### src/shared/dspc_pkg.sv
// Constants for the numeric datapath of the audio signal processor core
package dspc_pkg;
  localparam int SAMPLE_W = 24;              // Port sample width
  localparam int HEAD_W   = 4;               // Headroom bits, about 24 dB
  localparam int CORE_W   = SAMPLE_W + HEAD_W; // Core word, 5.23
  localparam int FRAC_W   = 23;              // Fractional bits of 5.23
  localparam int ACC_W    = 2 * CORE_W;      // Double precision
  localparam int CNT_W    = 11;
  // Instruction cycles per sample for each rate setting
  localparam logic [CNT_W-1:0] INSTR_FULL = 11'h0400;
  localparam logic [CNT_W-1:0] INSTR_DBL  = 11'h0200;
  localparam logic [CNT_W-1:0] INSTR_QUAD = 11'h0100;
  localparam logic [CNT_W-1:0] CNT_RESET  = 11'h0000;
  // Extremes of the core word and of the clipped output
  localparam logic signed [CORE_W-1:0]   CORE_MAX = 28'h7ff_ffff;
  localparam logic signed [CORE_W-1:0]   CORE_MIN = 28'h800_0000;
  localparam logic signed [SAMPLE_W-1:0] OUT_MAX  = 24'h7f_ffff;
  localparam logic signed [SAMPLE_W-1:0] OUT_MIN  = 24'h80_0000;
  localparam logic signed [CORE_W-1:0]   COEF_ONE = 28'h080_0000;
  localparam logic MUTE_RESET = 1'b1;
  typedef enum logic [1:0] {
    DSPC_RATE_FULL,
    DSPC_RATE_DOUBLE,
    DSPC_RATE_QUAD
  } dspc_rate_t;
endpackage

### src/shared/dspc_clip_if.sv
// Link between the core result register and the output clipper
`timescale 1ns/1ps
interface dspc_clip_if;
  logic signed [dspc_pkg::CORE_W-1:0]   core_word;
  logic                                 core_valid;
  logic signed [dspc_pkg::SAMPLE_W-1:0] clip_word;
  logic                                 clip_valid;
  modport core (output core_word, output core_valid, input clip_word, input clip_valid);
  modport clip (input core_word, input core_valid, output clip_word, output clip_valid);
endinterface

### src/hdl/dspc_clipper.sv
// Output clipper: 28-bit core word saturated to a 24-bit sample
`timescale 1ns/1ps
module dspc_clipper (
  input  wire logic  mclk,
  input  wire logic  reset,
  dspc_clip_if.clip  cif
);
  localparam int CW = dspc_pkg::CORE_W;

  logic signed [dspc_pkg::SAMPLE_W-1:0] clip_word_reg;
  logic signed [dspc_pkg::SAMPLE_W-1:0] clip_word_next;
  logic                                 clip_valid_reg;
  logic signed [dspc_pkg::CORE_W-1:0]   lim_hi;
  logic signed [dspc_pkg::CORE_W-1:0]   lim_lo;

  // Limits widened to the core word for comparison
  assign lim_hi = CW'(dspc_pkg::OUT_MAX);
  assign lim_lo = CW'(dspc_pkg::OUT_MIN);

  // Saturate rather than wrap, so a hot signal keeps its sign
  always_comb begin
    if (cif.core_word > lim_hi) begin
      clip_word_next = dspc_pkg::OUT_MAX; // see RULE_12
    end else if (cif.core_word < lim_lo) begin
      clip_word_next = dspc_pkg::OUT_MIN; // see RULE_12
    end else begin
      clip_word_next = cif.core_word[dspc_pkg::SAMPLE_W-1:0]; // see RULE_07
    end
  end

  // Register the clipped word on each core result
  always_ff @(posedge mclk) begin
    if (reset) begin
      clip_word_reg  <= '0;
      clip_valid_reg <= 1'b0;
    end else begin
      clip_valid_reg <= cif.core_valid;
      if (cif.core_valid) begin
        clip_word_reg <= clip_word_next;
      end
    end
  end

  assign cif.clip_word  = clip_word_reg;
  assign cif.clip_valid = clip_valid_reg;
endmodule

### src/hdl/dspc_datapath.sv
// Numeric datapath of the audio core: sign extension, 5.23 MAC, period sequencer
`timescale 1ns/1ps
// Behaviour
// RULE_01 - Samples enter and leave 24 bits wide; carried inside as 28 bits.
// RULE_02 - Four headroom bits above the sample range allow 24 dB gain unclipped.
// RULE_03 - Data and parameters share one two's-complement 5.23 fixed-point format.
// RULE_04 - Linear range runs from -16.0 to +16.0 less one LSB.
// RULE_05 - Processing uses 56-bit double-precision products and accumulation.
// RULE_06 - Input words up to 24 bits are sign-extended to 28 bits.
// RULE_07 - Clipper drops top four bits giving 24-bit output within -1.0 to +1.0-LSB.
// RULE_08 - 1024 instruction cycles per sample, all executed every sample period.
// RULE_09 - A rate setting shortens the cycle count for double or quad rate.
// RULE_10 - After reset the default path passes input to output, outputs muted.
// RULE_11 - Controller pads 28-bit parameters with four leading zeros to four bytes.
// RULE_12 - Out-of-range outputs saturate to the nearest limit, keeping the sign.
module dspc_datapath (
  input  wire logic                                 mclk,
  input  wire logic                                 reset,
  input  wire logic [dspc_pkg::SAMPLE_W-1:0]        sample_in,
  input  wire logic                                 sample_in_valid,
  input  wire logic signed [dspc_pkg::CORE_W-1:0]   gain_coef,
  input  wire logic [1:0]                           rate_sel,
  input  wire logic                                 unmute,
  output logic      [dspc_pkg::SAMPLE_W-1:0]        sample_out,
  output logic                                      sample_out_valid,
  output logic                                      period_tick,
  output logic                                      muted
);
  localparam int CW = dspc_pkg::CORE_W;
  localparam int AW = dspc_pkg::ACC_W;

  logic signed [CW-1:0]          in_word_reg;
  logic signed [CW-1:0]          in_word_next;
  logic [dspc_pkg::CNT_W-1:0]    instr_cnt_reg;
  logic [dspc_pkg::CNT_W-1:0]    instr_last;
  logic                          period_end;
  logic signed [AW-1:0]          acc_reg;
  logic signed [AW-1:0]          acc_next;
  logic signed [AW-1:0]          acc_shift;
  logic signed [CW-1:0]          core_word_reg;
  logic signed [CW-1:0]          core_word_next;
  logic                          core_valid_reg;
  logic                          mute_reg;
  logic [dspc_pkg::SAMPLE_W-1:0] sample_out_reg;
  logic                          sample_out_valid_reg;
  logic                          period_tick_reg;
  logic                          unity_reg;
  logic signed [CW-1:0]          unity_src_reg;
  dspc_clip_if                   clip_bus ();

  // Sign-extend the port sample into the core word
  assign in_word_next = {{dspc_pkg::HEAD_W{sample_in[dspc_pkg::SAMPLE_W-1]}}, // see RULE_02
                         sample_in}; // see RULE_06

  // Latest input sample, held for the whole period
  always_ff @(posedge mclk) begin
    if (reset) begin
      in_word_reg <= '0;
    end else if (sample_in_valid) begin
      in_word_reg <= in_word_next; // see RULE_01
    end
  end

  // Cycles per sample from the rate setting; unused code falls back to full rate
  always_comb begin
    case (rate_sel)
      dspc_pkg::DSPC_RATE_DOUBLE: instr_last = dspc_pkg::INSTR_DBL - 11'h001;  // see RULE_09
      dspc_pkg::DSPC_RATE_QUAD:   instr_last = dspc_pkg::INSTR_QUAD - 11'h001; // see RULE_09
      default:                    instr_last = dspc_pkg::INSTR_FULL - 11'h001; // see RULE_08
    endcase
  end

  // A rate change that leaves the count at or past the new last instruction ends the period at once rather than overrunning
  assign period_end = (instr_cnt_reg >= instr_last);

  // Free-running instruction counter, wraps once per sample period
  always_ff @(posedge mclk) begin
    if (reset) begin
      instr_cnt_reg <= dspc_pkg::CNT_RESET;
    end else if (period_end) begin
      instr_cnt_reg <= dspc_pkg::CNT_RESET; // see RULE_08
    end else begin
      instr_cnt_reg <= instr_cnt_reg + 11'h001;
    end
  end

  // Full 28x28 product kept at 56 bits, never rounded early
  assign acc_next = AW'(in_word_reg * gain_coef); // see RULE_05

  always_ff @(posedge mclk) begin
    if (reset) begin
      acc_reg <= '0;
    end else if (instr_cnt_reg == dspc_pkg::CNT_RESET) begin
      acc_reg <= acc_next; // see RULE_05
    end
  end

  // Assertion helper: operands of this period's product, so the unity
  // check compares against what was really multiplied, not a newer sample
  always_ff @(posedge mclk) begin
    if (reset) begin
      unity_reg     <= 1'b0;
      unity_src_reg <= '0;
    end else if (instr_cnt_reg == dspc_pkg::CNT_RESET) begin
      unity_reg     <= (gain_coef == dspc_pkg::COEF_ONE);
      unity_src_reg <= in_word_reg;
    end
  end

  // Back to 5.23, saturated at the ends of the -16..+16 range
  assign acc_shift = acc_reg >>> dspc_pkg::FRAC_W;

  always_comb begin
    if (acc_shift > AW'(dspc_pkg::CORE_MAX)) begin
      core_word_next = dspc_pkg::CORE_MAX; // see RULE_04
    end else if (acc_shift < AW'(dspc_pkg::CORE_MIN)) begin
      core_word_next = dspc_pkg::CORE_MIN; // see RULE_04
    end else begin
      core_word_next = acc_shift[CW-1:0]; // see RULE_03
    end
  end

  // Core result once per period, at the last instruction
  always_ff @(posedge mclk) begin
    if (reset) begin
      core_word_reg  <= '0;
      core_valid_reg <= 1'b0;
    end else begin
      core_valid_reg <= period_end;
      if (period_end) begin
        core_word_reg <= core_word_next;
      end
    end
  end

  assign clip_bus.core_word  = core_word_reg;
  assign clip_bus.core_valid = core_valid_reg;

  dspc_clipper u_clipper (
    .mclk  (mclk),
    .reset (reset),
    .cif   (clip_bus)
  );

  // Muted from reset until the controller releases it
  always_ff @(posedge mclk) begin
    if (reset) begin
      mute_reg <= dspc_pkg::MUTE_RESET; // see RULE_10
    end else if (unmute) begin
      mute_reg <= 1'b0;
    end
  end

  // Output stage; a muted output still delivers its strobe so downstream stays timed
  always_ff @(posedge mclk) begin
    if (reset) begin
      sample_out_reg       <= '0;
      sample_out_valid_reg <= 1'b0;
      period_tick_reg      <= 1'b0;
    end else begin
      sample_out_valid_reg <= clip_bus.clip_valid;
      period_tick_reg      <= period_end;
      if (clip_bus.clip_valid) begin
        sample_out_reg <= mute_reg ? '0 : clip_bus.clip_word; // see RULE_10
      end
    end
  end

  assign sample_out       = sample_out_reg;
  assign sample_out_valid = sample_out_valid_reg;
  assign period_tick      = period_tick_reg;
  assign muted            = mute_reg;
endmodule

### config.mk
export PLATFORM = sky130hd
export DESIGN_NAME = dspc_datapath
export DESIGN_NICKNAME = d
export VERILOG_FILES = /design/src/shared/dspc_pkg.sv /design/src/shared/dspc_clip_if.sv /design/src/hdl/dspc_clipper.sv /design/src/hdl/dspc_datapath.sv
export SDC_FILE = /design/constraint.sdc
export NUM_CORES = 2
export LEC_CHECK = 0
export ABC_AREA = 1
export BUFFER_PORTS_ARGS = -buffer_cell sky130_fd_sc_hd__buf_2
export CAP_MARGIN = 5
export CORE_UTILIZATION = 34
export DETAILED_ROUTE_END_ITERATION = 7
export PLACE_DENSITY = 0.56
export SETUP_SLACK_MARGIN = 0.4
export SYNTH_ARGS = -nofsm -noshare
export SYNTH_HDL_FRONTEND = slang
export SYNTH_SLANG_ARGS = --single-unit
### constraint.sdc
create_clock -name mclk -period 7 [get_ports mclk]
set_input_delay 1.4 -clock mclk [delete_from_list [all_inputs] [get_ports mclk]]
set_output_delay 1.4 -clock mclk [all_outputs]
set_load 0.005 [all_outputs]
## Word-level counts from Yosys, hierarchy flattened

Index checks and enable logic that the tools add are counted.

- Add/subtract/negate cells: 1
- Multiply operators: 1
- Order comparisons: 5
- Equality and inequality tests: 2
- Multiplexer cells: 6
- Reduce and logical (&&, ||, !) cells: 2

Operator list:

| cell | number |
|---|---|
| $mux 24 | 3 |
| $mux 28 | 2 |
| $mul 24x28->52 | 1 |
| $gt 29x28->1 const B | 1 |
| $lt 29x28->1 const B | 1 |
| $gt 28x24->1 const B | 1 |
| $lt 28x24->1 const B | 1 |
| $pmux 10 s2 | 1 |
| $add 11x1->11 const B | 1 |
| $ge 11x11->1 | 1 |
| $logic_not 11->1 | 1 |
| $eq 2x1->1 const B | 1 |
| $eq 2x2->1 const B | 1 |
| $reduce_or 2->1 | 1 |

- Bits in registers: 167
- Input port bits: 58
- Output and inout port bits: 27
- Word-level logic and storage cells: 27

## Longest topological paths before layout

- Word-level depth: 4
- Mapped depth: 30
- Depth with buffers taken out: 28

## By module

Synthesis repeated with hierarchy kept, for this count alone.

- Cells, all modules: 4,195
- Area total of the unflattened synthesis: 31,415.1 sq um

Modules (own cells, without submodules):

| module | times used | cells each | area an instance (sq um) | seq. area each (sq um) |
|---|---|---|---|---|
| dspc_datapath | 1 | 4,008 | 30,186.5 | 2,382.3 |
| dspc_clipper | 1 | 187 | 1,228.7 | 500.5 |

## Worst setup path after synthesis

Ideal clock, no wire load.

- Path kind: input port to flip-flop
- Start point: input port gain_coef[27] (netlist bit)
- End point: register acc_reg[50]
- Arrival: 7.448 ns
- Required time: 6.891 ns
- Setup slack: -0.557 ns
- Stages on the path: 28
- Cell sequence: clkbuf_1 > nand2_1 > inv_1 > fa_1 > inv_1 > fa_1 > inv_1 > fa_1 > inv_1 > fa_1 > inv_1 > fa_1 > fa_1 > inv_1 > fa_1 > inv_1 > ha_1 > clkbuf_1 > a21oi_1 > nand2_1 > nor2_1 > o21ai_0 > a21oi_1 > nand2_1 > nand2_1 > nand3_1 > nand2_1 > inv_1

- Word-level cells in the longest chain between the ends: 1

RTL lines:

| element | RTL line | source |
|---|---|---|
| start, declared | dspc_datapath.sv:21 | `input wire logic signed [dspc_pkg::CORE_W-1:0] gain_coef,` |
| $mul 24x28->52 | dspc_datapath.sv:88 | `assign acc_next = AW'(in_word_reg * gain_coef);` |
| end signal, assigned | dspc_datapath.sv:94 | `acc_reg <= acc_next;` |
| end, declared | dspc_datapath.sv:37 | `logic signed [AW-1:0] acc_reg;` |

No other way between the ends.
A chain may end at the register's enable or synchronous reset.

## Worst setup path after layout

Same ends and word-level chain as after synthesis.

==> results.md <==
- Worst Hold Depth: 2
- Syn nets: 4,866
- Number of flops mapped to enable cells by yosys: 0
- CP max FO: 6
- Critical path arrival: 7140 ps
- Ant diodes: 0
- Clock Latency Late Sink: 450 ps
- Max reg flops: 29
- Synth unique cells: 45
- Layout overhead on the synthesized area: 21.9%
- Drt first-iter violations: 1,311
- CP required: 7350 ps
- Worst path bufs/invs: 12
- Worst setup SP type: input port
- Core Rows: 110
- Die outline height: 303 um
- Largest net degree at the start of global routing: 75
- Post-route ant nets: 0
- R2r setup slk: 390 ps
- Placement-stage cell area: 34,900 um^2
- CP max stage delay: 570 ps
- H-tree Lvls: 4
- Total GRT Usage: 19.4%
- Die Wd: 303 um
- Mean Syn Cell Area: 7.77 um^2
- Gate Count Post-Synth: 3,971
- Most used DFF post-synth: dfxtp_1
- CP dominant cell by count: fa_1
- Clock Skews: 18.4 ps
- Io pins: 85
- Delay-heaviest family, CP: adder cells
- Worst hold path class: flop to flop
- Vias in the first global route: 26,900
- Worst reg2reg startpoint: in_word_reg[11]$_SDFFE_PP0P_
- Max Transition Viols Final: 0
- Post-Syn Area: 30,900 um^2
- Gr busiest metal: met2
- Hold Vio Cnt, Final: 0
- Clock Tree Buf Depth: 2
- CP max-delay cell: fa_1
- Port bufs: 84
- WL final: 84,900 um
- Drc violations: 0
- Unrepaired setup endpoints after global routing: true
- R2R depth: 27
- Setup crit end kind: flop
- WL/cell: 15.7 um
- Core area: 90,000 um^2
- CTS root buffer: clkbuf_16
- Synth async-reset ratio: 0%
- CTS Buf Count: 17
- Full die area: 92,000 um^2
- Initial antenna violation count: 1
- Hpwl dp: 71,500 um
- Design area: 37,600 um^2
- Clock transition at path regs: 60 ps
- Clk sinks: 144
- Overflow after GRT: 0
- Minimum clock period: 6790 ps
- Hold endpoint: u_clipper.cif.clip_word[6]$_SDFFE_PP0P_
- # nets final: 5,111
- TritonRoute pass-1 iters: 5
- Starting density of the core: 34.3%
- CTS tree: built
- Hold Startpoint: u_clipper.cif.clip_word[6]$_SDFFE_PP0P_
- Worst slew pin tran: 1020 ps
- Fillers: 9,145
- Seq/Total Area, Yosys: 9.34%
- Final-report setup violation count: 0
- Final period utilization: 97.0%
- Vias per cell: 4.57
- Crit path kind: input port to flop
- Met1 GRT Util: 24.9%
- R2r endpoint: acc_reg[50]$_SDFFE_PP0N_
- Max cap viols: 0
- Finished Core Util: 41.8%
- Hold buffer count at cts: 0
- Global-route wire length before repair: 141,000 um
- Status: finished, final reports clean
- Layout cell share with drive strength beyond 1: 20.7%
- Yosys reg bits: 144
- Met3 GRT Util: 1.25%
- Vias post-DR: 24,700
- Final GP Congestion: 0.935
- Fmax: 147 MHz
- Synth warnings: 0
- Final hold slack: 465 ps
- Max-slew headroom: 31.9%
- M2 GR Usage: 35.7%
-- kinds of logic (layout without fill, tap and decap cells) --
| kind of cell | count (synthesis) | after routing | synth area share [%] |
|---|---|---|---|
| XOR/XNOR | 17 | 17 | 0.482 |
| AO/OA/AOI/OAI | 329 | 329 | 6.16 |
| flip-flops | 144 | 144 | 9.34 |
| buffers and inverters | 1366 | 1624 | 16.8 |
| AND/OR/NAND/NOR | 1278 | 1278 | 16.4 |
| adder cells (fa/ha/maj) | 837 | 837 | 50.8 |
-- worst max path at each step --
stage                     slack [ps]                       end  cells after the start          start
after global routing              30  acc_reg[44]$_SDFFE_PP0N_                     29   gain_coef[7]
after global placement          -630  acc_reg[50]$_SDFFE_PP0N_                     28  gain_coef[27]
after detailed placement        -640  acc_reg[42]$_SDFFE_PP0N_                     23  gain_coef[27]
after CTS                        280  acc_reg[35]$_SDFFE_PP0N_                     27   gain_coef[7]
final                            210  acc_reg[50]$_SDFFE_PP0N_                     29  gain_coef[27]
after floorplan                  -80  acc_reg[50]$_SDFFE_PP0N_                     28  gain_coef[27]
-- layout make-up --
cell class | count | area, um^2 | share of cell area [%]
Multi-Input combinational cell | 2461 | 24600 | 65.4
Inverter | 1194 | 4490 | 11.9
Timing Repair Buffer | 398 | 3580 | 9.52
Sequential cell | 144 | 2880 | 7.66
Tap cell | 1176 | 1470 | 3.91
Clock buffer | 20 | 457 | 1.21
Clock inverter | 12 | 123 | 0.326
-- worst reg2reg max path, stage by stage (launching register included) --
cell	delay [ps]
dfxtp_1	790
buf_4	340
nand2_1	70
inv_1	90
fa_2	440
buf_4	160
fa_1	580
inv_2	90
buf_4	140
fa_1	470
inv_1	50
fa_1	520
inv_1	50
fa_1	450
fa_1	490
inv_1	50
fa_1	470
ha_4	320
nand2_2	50
inv_1	90
nand4_1	170
o21ai_1	210
a21oi_2	60
buf_4	140
nand3_2	50
nand3_2	70
nand2_1	90
inv_1	40
-- cell usage in the layout (no fill, tap or decap), drive strengths merged, types with 3 or more instances in the layout --
cell and count:
inv 1197, nand2 900, fa 694, buf 393, nor2 248, dfxtp 144
ha 143, o21ai 140, a21oi 126, nand3 82, o22ai 27, clkbuf 25
nand4 18, nor3 14, a21o 13, o21bai 10, xor2 9, xnor2 8
or2 8, clkinv 6, o21a 5, a21boi 4, nor3b 3
-- routing by layer --
metal / vias to the layer above / part of all wire, %
li1: 11800 / -
met3: 113 / 3.1
met5: - / 0
met4: 0 / 2.2
met2: 456 / 52
met1: 12400 / 43
-- synth_stat cells (2+ instances only) --
cell,instances,area [um^2]
clkbuf_1,144,541
ha_1,143,1790
buf_1,15,56.3
buf_2,6,30.0
buf_4,3,22.5
o21bai_1,10,75.1
nor3_1,13,65.1
nor2_1,244,916
dfxtp_1,144,2880
nand3_2,3,30.0
o21a_1,5,37.5
and2_1,2,12.5
a21oi_1,125,626
buf_6,4,45.0
nand3_1,79,395
o22ai_1,7,43.8
nand4_1,18,113
nand2_1,891,3340
a31oi_1,2,12.5
xor2_1,9,78.8
nand2_2,8,50.1
o21ai_0,136,681
o22ai_2,20,250
fa_1,694,13900
a21boi_0,3,22.5
a21o_1,13,97.6
nor3b_1,3,22.5
or2_2,8,50.1
o21ai_1,3,15.0
nor2_2,3,18.8
inv_1,1191,4470
xnor2_1,8,70.1
inv_2,2,7.51
-- through the flow --
stage	worst slack, ps	cells	setup TNS (ps)
detailed placement	-637	5330	-13100
global route	29.4	5405	0
CTS	276	5391	0
finish	212	5405	0
global placement	-633	5330	-12940
floorplan	-84.2	3971	-125
-- timing repair --
action,4_1_cts,5_1_grt
setup buffers,28,10
pin swaps,150,154
cloned,1,3
resized for setup,320,232
setup endpoints to repair,29,29
Power is left out: the tool's default activity adds up to more than one toggle a clock period on the data nets, which glitch-free logic cannot reach.
